===== config.mk =====
export PLATFORM = sky130hd
export DESIGN_NAME = ssps_spi
export DESIGN_NICKNAME = d
export VERILOG_FILES = /design/src/design/ssps_pkg.sv /design/src/design/ssps_spi.sv
export SDC_FILE = /design/constraint.sdc
export NUM_CORES = 1
export LEC_CHECK = 0
export ABC_CLOCK_PERIOD_IN_PS = 2500
export BUFFER_PORTS_ARGS = -buffer_cell sky130_fd_sc_hd__buf_2
export CAP_MARGIN = 20
export CORE_MARGIN = 1.5
export CORE_UTILIZATION = 43
export CTS_BUF_LIST = sky130_fd_sc_hd__clkbuf_16
export CTS_CLUSTER_DIAMETER = 30
export CTS_CLUSTER_SIZE = 8
export DETAILED_ROUTE_END_ITERATION = 10
export PLACE_DENSITY = 0.83
export SYNTH_ARGS = -nofsm -noshare
export SYNTH_HDL_FRONTEND = slang
export SYNTH_SLANG_ARGS = --single-unit

===== constraint.sdc =====
create_clock -name clock_i -period 2.5 [get_ports clock_i]
set_clock_uncertainty 0.15 [all_clocks]
set_input_delay 0 -clock clock_i [delete_from_list [all_inputs] [get_ports clock_i]]
set_output_delay 0 -clock clock_i [all_outputs]
set_load 0.01 [all_outputs]

===== src/design/ssps_pkg.sv =====
/*
  ssps_pkg: constants, register map and state types for the synchronous
  serial port in spi mode.
  assumes a 100 MHz system clock and a 32-bit ahb-lite register bus.
*/
package ssps_pkg;

  // system clock rate and the bit clock divide ratios
  localparam int CLK_HZ = 100000000;
  localparam int DIV_FAST = 4;
  localparam int DIV_MID = 16;
  localparam int DIV_SLOW = 64;
  // half-period counts, minus one, for the divider compare
  localparam logic [4:0] HALF_FAST = 5'(DIV_FAST / 2 - 1);
  localparam logic [4:0] HALF_MID = 5'(DIV_MID / 2 - 1);
  localparam logic [4:0] HALF_SLOW = 5'(DIV_SLOW / 2 - 1);

  // byte addresses of the registers
  localparam logic [7:0] ADDR_FLAGS = 8'h0c;
  localparam logic [7:0] ADDR_BUFFER = 8'h10;
  localparam logic [7:0] ADDR_CONTROL = 8'h14;
  localparam logic [7:0] ADDR_STATUS = 8'h94;

  // serial_port_control fields
  localparam int CTL_WRITE_COLLISION_FLAG = 7;
  localparam int CTL_OVF = 6;
  localparam int CTL_EN = 5;
  localparam int CTL_CKP = 4;
  localparam int CTL_MODE_HI = 3;
  localparam int CTL_MODE_LO = 0;
  localparam logic [7:0] CTL_RESET = 8'h00;

  // serial_port_status fields
  localparam int STA_SMP = 7;
  localparam int STA_CKE = 6;
  localparam int STA_BF = 0;
  localparam logic [7:0] STA_RESET = 8'h00;

  // peripheral_flag_register field
  localparam int FLG_PIF = 3;

  // port_mode_field encodings
  localparam logic [3:0] MODE_M_DIV4 = 4'h0;
  localparam logic [3:0] MODE_M_DIV16 = 4'h1;
  localparam logic [3:0] MODE_M_DIV64 = 4'h2;
  localparam logic [3:0] MODE_M_TIMER_TWO_OUTPUT = 4'h3;
  localparam logic [3:0] MODE_S_SS = 4'h4;
  localparam logic [3:0] MODE_S_NOSS = 4'h5;

  // transfer framing
  localparam logic [3:0] LAST_BIT = 4'h7;
  localparam logic [4:0] LAST_TOGGLE = 5'h10;
  localparam logic [4:0] FIRST_LATE_SHIFT = 5'h03;

  typedef enum logic [1:0] {
    SSPS_IDLE,
    SSPS_MASTER
  } ssps_mstate_t;

  typedef struct packed {
    logic write_collision_flag;
    logic ovf;
    logic en;
    logic clock_idle_polarity;
    logic [3:0] mode;
    logic input_sample_phase;
    logic cke;
    logic [7:0] rxbuf;
    logic bf;
    logic pif;
    logic [7:0] sr;
    logic samp;
    logic pend;
    logic [3:0] bitcnt;
    logic [4:0] tick;
    logic [4:0] div;
    logic sck;
    logic sck_prev;
    ssps_mstate_t state;
    logic wr_pend;
    logic [7:0] wr_addr;
    logic [7:0] rdata;
  } ssps_state_t;

endpackage : ssps_pkg


===== src/design/ssps_spi.sv =====
/*
  ssps_spi: synchronous serial port, spi mode, with an ahb-lite slave for
  its registers. all logic of the block lives here.
  assumes pin inputs already synchronous to clock_i, timer_two_output_i a
  one-cycle pulse, and an external pad model resolving the enables.
*/

`timescale 1ns/10ps
`default_nettype none

module ssps_spi
  import ssps_pkg::*;
(
  input wire logic clock_i,
  input wire logic rstn_i,
  input wire logic hsel_i,
  input wire logic [31:0] haddr_i,
  input wire logic [1:0] htrans_i,
  input wire logic hwrite_i,
  input wire logic [2:0] hsize_i,
  input wire logic [31:0] hwdata_i,
  input wire logic hready_i,
  output logic hreadyout_o,
  output logic hresp_o,
  output logic [31:0] hrdata_o,
  input wire logic sck_i,
  output logic sck_o,
  output logic sck_oe_o,
  input wire logic serial_in_pin_i,
  output logic serial_out_pin_o,
  output logic serial_out_pin_oe_o,
  input wire logic slave_select_n_i,
  input wire logic timer_two_output_i,
  output logic port_interrupt_flag_o,
  output logic port_owns_pins_o
);

  ssps_state_t st_q;
  ssps_state_t st_d;

  logic is_master;
  logic is_slave;
  logic slave_act;
  logic busy;
  logic addr_take;
  logic sck_rise;
  logic sck_fall;
  logic tx_on_rise;
  logic tx_edge;
  logic smp_edge;
  logic tick;
  logic [4:0] half;
  logic [4:0] tick_n;
  logic do_shift;
  logic do_sample;
  logic [7:0] byte_in;
  logic set_bf;
  logic set_pif;
  logic set_write_collision_flag;
  logic set_ovf;
  logic rd_buf;

  assign is_master = st_q.en && (st_q.mode == MODE_M_DIV4
    || st_q.mode == MODE_M_DIV16 || st_q.mode == MODE_M_DIV64
    || st_q.mode == MODE_M_TIMER_TWO_OUTPUT);
  assign is_slave = st_q.en && (st_q.mode == MODE_S_SS
    || st_q.mode == MODE_S_NOSS);
  assign slave_act = is_slave
    && (st_q.mode == MODE_S_NOSS || !slave_select_n_i);

  // a slave byte in progress still counts as busy for collisions
  assign busy = (st_q.state == SSPS_MASTER)
    || (is_slave && (st_q.bitcnt != 4'h0 || st_q.pend));

  assign addr_take = hsel_i && htrans_i[1] && hready_i;

  // edges seen on the pin; inputs are taken as already synchronous
  assign sck_rise = sck_i && !st_q.sck_prev;
  assign sck_fall = !sck_i && st_q.sck_prev;
  // transmit on rising when edge and polarity bits differ
  assign tx_on_rise = st_q.cke ^ st_q.clock_idle_polarity;
  assign tx_edge = tx_on_rise ? sck_rise : sck_fall;
  assign smp_edge = tx_on_rise ? sck_fall : sck_rise;

  always_comb begin
    unique case (st_q.mode)
      MODE_M_DIV16: half = HALF_MID;
      MODE_M_DIV64: half = HALF_SLOW;
      default: half = HALF_FAST;
    endcase
  end

  // half-period tick from divider or timer pulse
  assign tick = (st_q.state == SSPS_MASTER)
    && ((st_q.mode == MODE_M_TIMER_TWO_OUTPUT) ? timer_two_output_i
                                    : (st_q.div == half));
  assign tick_n = st_q.tick + 5'h01;

  // master: cke=0 samples odd edges, shifts on even ones;
  // cke=1 samples even edges, shifts on odd ones from the third,
  // with a last shift one half period after the sixteenth edge
  assign do_sample = tick && (st_q.cke ? (!tick_n[0]
    && tick_n <= LAST_TOGGLE) : tick_n[0]);
  assign do_shift = tick && (st_q.cke ? (tick_n[0]
    && tick_n >= FIRST_LATE_SHIFT) : !tick_n[0]);

  always_comb begin
    st_d = st_q;
    set_bf = 1'b0;
    set_pif = 1'b0;
    set_write_collision_flag = 1'b0;
    set_ovf = 1'b0;
    rd_buf = 1'b0;
    byte_in = 8'h00;
    st_d.sck_prev = sck_i;

    // register write in its data phase
    st_d.wr_pend = addr_take && hwrite_i;
    st_d.wr_addr = haddr_i[7:0];
    if (st_q.wr_pend) begin
      unique case (st_q.wr_addr)
        ADDR_CONTROL: begin
          st_d.write_collision_flag = hwdata_i[CTL_WRITE_COLLISION_FLAG];
          st_d.ovf = hwdata_i[CTL_OVF];
          st_d.en = hwdata_i[CTL_EN];
          st_d.clock_idle_polarity = hwdata_i[CTL_CKP];
          st_d.mode = hwdata_i[CTL_MODE_HI:CTL_MODE_LO];
        end
        ADDR_STATUS: begin
          // only the two top bits are writable
          st_d.input_sample_phase = hwdata_i[STA_SMP];
          st_d.cke = hwdata_i[STA_CKE];
        end
        ADDR_FLAGS: begin
          st_d.pif = hwdata_i[FLG_PIF];
        end
        ADDR_BUFFER: begin
          if (busy) begin
            set_write_collision_flag = 1'b1;
          end else if (is_master || is_slave) begin
            // first bit out before first edge
            st_d.sr = hwdata_i[7:0];
            st_d.pend = 1'b0;
            st_d.bitcnt = 4'h0;
            if (is_master) begin
              st_d.state = SSPS_MASTER;
              st_d.tick = 5'h00;
              st_d.div = 5'h00;
              st_d.sck = st_q.clock_idle_polarity;
            end
          end
        end
        default: begin
        end
      endcase
    end

    unique case (st_q.state)
      SSPS_IDLE: begin
        st_d.sck = st_q.clock_idle_polarity;
        st_d.tick = 5'h00;
        st_d.div = 5'h00;
        if (slave_act && smp_edge) begin
          if (st_q.bitcnt == LAST_BIT) begin
            // msb first, new bit enters at bit 0
            byte_in = {st_q.sr[6:0], serial_in_pin_i};
            st_d.sr = byte_in;
            st_d.bitcnt = 4'h0;
            st_d.pend = 1'b0;
            set_pif = 1'b1;
            if (st_q.bf) begin
              set_ovf = 1'b1;
            end else begin
              st_d.rxbuf = byte_in;
              set_bf = 1'b1;
            end
          end else begin
            st_d.samp = serial_in_pin_i;
            st_d.pend = 1'b1;
          end
        end else if (slave_act && tx_edge && st_q.pend) begin
          // one bit out, one bit in
          st_d.sr = {st_q.sr[6:0], st_q.samp};
          st_d.bitcnt = st_q.bitcnt + 4'h1;
          st_d.pend = 1'b0;
        end
        if (is_slave && st_q.mode == MODE_S_SS && slave_select_n_i) begin
          st_d.bitcnt = 4'h0;
          st_d.pend = 1'b0;
        end
      end
      SSPS_MASTER: begin
        st_d.div = (tick || st_q.mode == MODE_M_TIMER_TWO_OUTPUT) ? 5'h00
                                                      : st_q.div + 5'h01;
        if (tick) begin
          st_d.tick = tick_n;
          if (tick_n <= LAST_TOGGLE) begin
            st_d.sck = !st_q.sck;
          end
        end
        if (do_sample) begin
          st_d.samp = serial_in_pin_i;
        end
        if (do_shift) begin
          // end-of-bit sampling takes the pin at the shift edge
          byte_in = {st_q.sr[6:0],
                     st_q.input_sample_phase ? serial_in_pin_i : st_q.samp};
          st_d.sr = byte_in;
          st_d.bitcnt = st_q.bitcnt + 4'h1;
          if (st_q.bitcnt == LAST_BIT) begin
            st_d.rxbuf = byte_in;
            st_d.bitcnt = 4'h0;
            st_d.state = SSPS_IDLE;
            st_d.sck = st_q.clock_idle_polarity;
            set_bf = 1'b1;
            set_pif = 1'b1;
          end
        end
      end
      default: begin
        st_d.state = SSPS_IDLE;
      end
    endcase

    // disabled or non-spi mode: shifter held idle
    if (!is_master && !is_slave) begin
      st_d.state = SSPS_IDLE;
      st_d.bitcnt = 4'h0;
      st_d.pend = 1'b0;
    end

    // hardware only sets; set beats a same-cycle clear
    if (set_write_collision_flag) begin
      st_d.write_collision_flag = 1'b1;
    end
    if (set_ovf) begin
      st_d.ovf = 1'b1;
    end
    if (set_pif) begin
      st_d.pif = 1'b1;
    end

    // read data captured at the address phase, after same-cycle updates
    if (addr_take && !hwrite_i) begin
      unique case (haddr_i[7:0])
        ADDR_CONTROL: st_d.rdata = {st_d.write_collision_flag, st_d.ovf, st_d.en,
                                    st_d.clock_idle_polarity, st_d.mode};
        ADDR_STATUS: st_d.rdata = {st_d.input_sample_phase, st_d.cke, 5'h00,
                                   st_d.bf | set_bf};
        ADDR_FLAGS: st_d.rdata = {4'h0, st_d.pif, 3'h0};
        ADDR_BUFFER: begin
          st_d.rdata = st_d.rxbuf;
          rd_buf = 1'b1;
        end
        default: st_d.rdata = 8'h00;
      endcase
    end

    // read empties buffer; a fresh load wins
    if (set_bf) begin
      st_d.bf = 1'b1;
    end else if (rd_buf) begin
      st_d.bf = 1'b0;
    end
  end

  always_ff @(posedge clock_i or negedge rstn_i) begin
    if (!rstn_i) begin
      st_q <= '0;
    end else begin
      st_q <= st_d;
    end
  end

  // zero wait states; errors are never signalled
  assign hreadyout_o = 1'b1;
  assign hresp_o = 1'b0;
  assign hrdata_o = {24'h000000, st_q.rdata};

  assign sck_o = st_q.sck;
  // pins handed to the port only when enabled
  assign sck_oe_o = is_master;
  assign serial_out_pin_o = st_q.sr[7];
  // select high floats serial out at once
  assign serial_out_pin_oe_o = is_master || slave_act;
  assign port_interrupt_flag_o = st_q.pif;
  assign port_owns_pins_o = st_q.en;

endmodule : ssps_spi

`default_nettype wire


==> results.json <==
{
  "syn_to_final_growth_pct": 30.0,
  "yosys_register_bits": 65,
  "place_area_mm2": 0.00435,
  "status": "finished, violations left",
  "cts-root-buf": "clkbuf_16",
  "vias": 3481,
  "gp_congestion": 0.934,
  "timing.fmax_mhz": 393,
  "path_buf_inv": 1,
  "reg2reg_slack_ps": -40,
  "wl_per_cell_um": 17.3,
  "arrival_ps": 2600,
  "clockPowerShare": 0.511,
  "seqPwrFrac": 0.403,
  "avgSynthCellArea_um2": 10.0,
  "syn_inst": 391,
  "drt-initial-drc-count": 369,
  "fin_tns_setup_ps": -144,
  "yosys-top-cells-area": "dfrtp_1, mux2_2, buf_4",
  "yosysSeqAreaShare": 0.416,
  "p_leak_nw": 2.33,
  "r2r-end": "st_q[40]",
  "max_cap_viol_count": 0,
  "grt_max_degree": 28,
  "cp-endpoint": "st_q[40]",
  "max-vdd-ir-drop_mv": 0.309,
  "firstDrtPassIters": 5,
  "die-area_mm2": 0.00968,
  "final_area_mm2": 0.00509,
  "netlist_area_mm2": 0.00391,
  "hpwl_um": 7310,
  "crit_fanout": 8,
  "nets": 572,
  "setup_slack_ps": -44.5,
  "setup_viol": 7,
  "synthFlopType": "dfrtp_1",
  "die_y_um": 98.4,
  "fin_util": 0.581,
  "violations": "setup timing",
  "cts_inserted_buffers": 9,
  "htreeDepth": 3,
  "cp-start-kind": "flop",
  "grt_util_all_layers": 0.220,
  "ys_types": 68,
  "grt_pass1_wl_um": 16600,
  "rows": 34,
  "netlist_top_cells_count": "dfrtp_1, buf_4, mux2_2, nand2_1, nor2_1",
  "relSlewSlack": 0.575,
  "rsz0062_at_grt": "true",
  "fin_cells": 602,
  "overflow": 0,
  "final_layout_size_suffix_gt1_frac": 0.336,
  "finalPower_mw": 2.75,
  "yosysWarningCount": 0,
  "r2r_start": "st_q[31]",
  "worstMarginPinSlew_ps": 631,
  "swShare": 0.219,
  "timing.hold.ws_ps": 45.6,
  "hold_viol_final": 0,
  "crit_type": "flop to flop",
  "combinationalPowerShare": 0.086,
  "clock-sinks": 65,
  "antenna_found_initial": 0,
  "period_minus_slack_ps": 2540,
  "final.period_utilization": 1.02,
  "port_buffers": 39,
  "n_antenna_cell": 0,
  "required_ps": 2560,
  "core_region_area_mm2": 0.00876,
  "path_delay_family": "simple AND/OR/NAND/NOR gates",
  "p_per_area_mw_per_mm2": 541,
  "start_util": 0.447,
  "die_x_um": 98.4,
  "path_clk_slew_ps": 50,
  "synthArstFlopShare": 1.00,
  "avgViaCountPerCell": 5.78,
  "hp-class": "input port to flop",
  "io-pin-count": 118,
  "drc": 0,
  "grt_pass1_vias": 3369,
  "drtAntennaViolNets": 0,
  "tritoncts": "built",
  "synth_edf_count": 0,
  "power.switching_mw": 0.602,
  "yosysTopAreaCellShare": 0.416,
  "clock_path_buffers": 2,
  "cp_cell_sequence": "inv_1 > ha_1 > or4b_4 > a211oi_2 > nand2_1 > or2_4 > mux2_4 > mux2_2",
  "yosysMostFrequentCell": "dfrtp_1",
  "intPower_mw": 2.15,
  "dp_slack_ps": -28.4,
  "finalMaxSlewViolations": 0,
  "slowest_stage": "or4b_4",
  "r2r.worst_path.cells": 8,
  "place_inst": 560,
  "crit_cells": 8,
  "endpoint_kind": "flop",
  "synth_top_cell_by_area": "dfrtp_1",
  "drt-total-wl_um": 10400,
  "slowest_delay_ps": 490,
  "crit_start": "st_q[31]",
  "worstSkewPairLatency_ps": 330
}
==> power by group through the flow <==
| stage | clock network, mW | registers (mW) | logic, mW |
|---|---|---|---|
| final | 1.41 | 1.11 | 0.236 |
| after global routing | 1.48 | 1.11 | 0.258 |
| after CTS | 1.42 | 1.11 | 0.226 |
| after detailed placement | 0 | 1.12 | 0.197 |
| after global placement | 0 | 1.12 | 0.192 |
| after floorplan | 0 | 1.12 | 0.132 |
==> tightest hold or removal path, stage by stage <==
cell and delay, ps:
buf_2 90, and3b_1 190, nand2_1 70, nand2_1 50, a211oi_1 70
==> final cells by class <==
cell class	instances	area [um^2]
clock inverter	7	110
tap	108	135
fill	732	3680
sequential	65	1630
multi-input combinational	297	2190
timing repair buffer	105	759
inverter	11	41.3
clock buffer	9	225
==> placed cells by master, fill, tap and decap left out, types with 6 or more instances in the layout <==
master and n:
conb_1 27, inv_1 12, mux2_4 9, dfrtp_1 64, a21oi_1 9, a211oi_1 6, nand3_1 20, clkbuf_16 9
buf_2 39, buf_4 43, mux2i_1 8, and3_1 6, o21ai_0 14, nor2_1 23, a31oi_1 6, mux2_2 24
dlygate4sd3_1 21, nand2b_1 7, nand2_1 27
==> sequential cells by signal (all words and copies together) (netlist names) <==
register,count
port_owns_pins_o,1
hrdata_o,8
st_q,53
sck_o,1
port_interrupt_flag_o,1
serial_out_pin_o,1
==> cells by family after synthesis <==
group	Yosys count	synth area share
simple gates	132	0.185
compound gates	84	0.157
flops	65	0.416
buf+inv	54	0.0863
mux	42	0.123
xor+xnor	7	0.0157
fa+ha+maj	5	0.0160
other cells	2	0.00192
==> routing by layer <==
layer	wire, um	vias up	track usage	share of wire
met1	4250	1710	0.281	0.41
met5	0	-	0	0
li1	-	1578	-	-
met2	5170	165	0.370	0.50
met3	742	28	0.0472	0.071
met4	251	0	0.0715	0.024
==> worst min path at each step <==
| stage | from | end | cells past startpoint |
|---|---|---|---|
| 2_1_floorplan | rstn_i | hrdata_o[0] | 0 |
| 3_5_place_dp | rstn_i | st_q[21] | 1 |
| 4_1_cts | slave_select_n_i | st_q[35] | 4 |
| 6_report | slave_select_n_i | st_q[33] | 5 |
| 5_1_grt | slave_select_n_i | st_q[34] | 4 |
| 3_3_place_gp | rstn_i | st_q[21] | 1 |
==> timing repair <==
action / CTS / global route
setup endpoints to repair: 10 / 28
buffers inserted: 0 / 5
hold endpoints to repair: 58 / 0
resized for setup: 3 / 28
pin swaps: 1 / 5
hold buffers: 21 / 0
No activity file was read; power rests on OpenSTA's default activity.
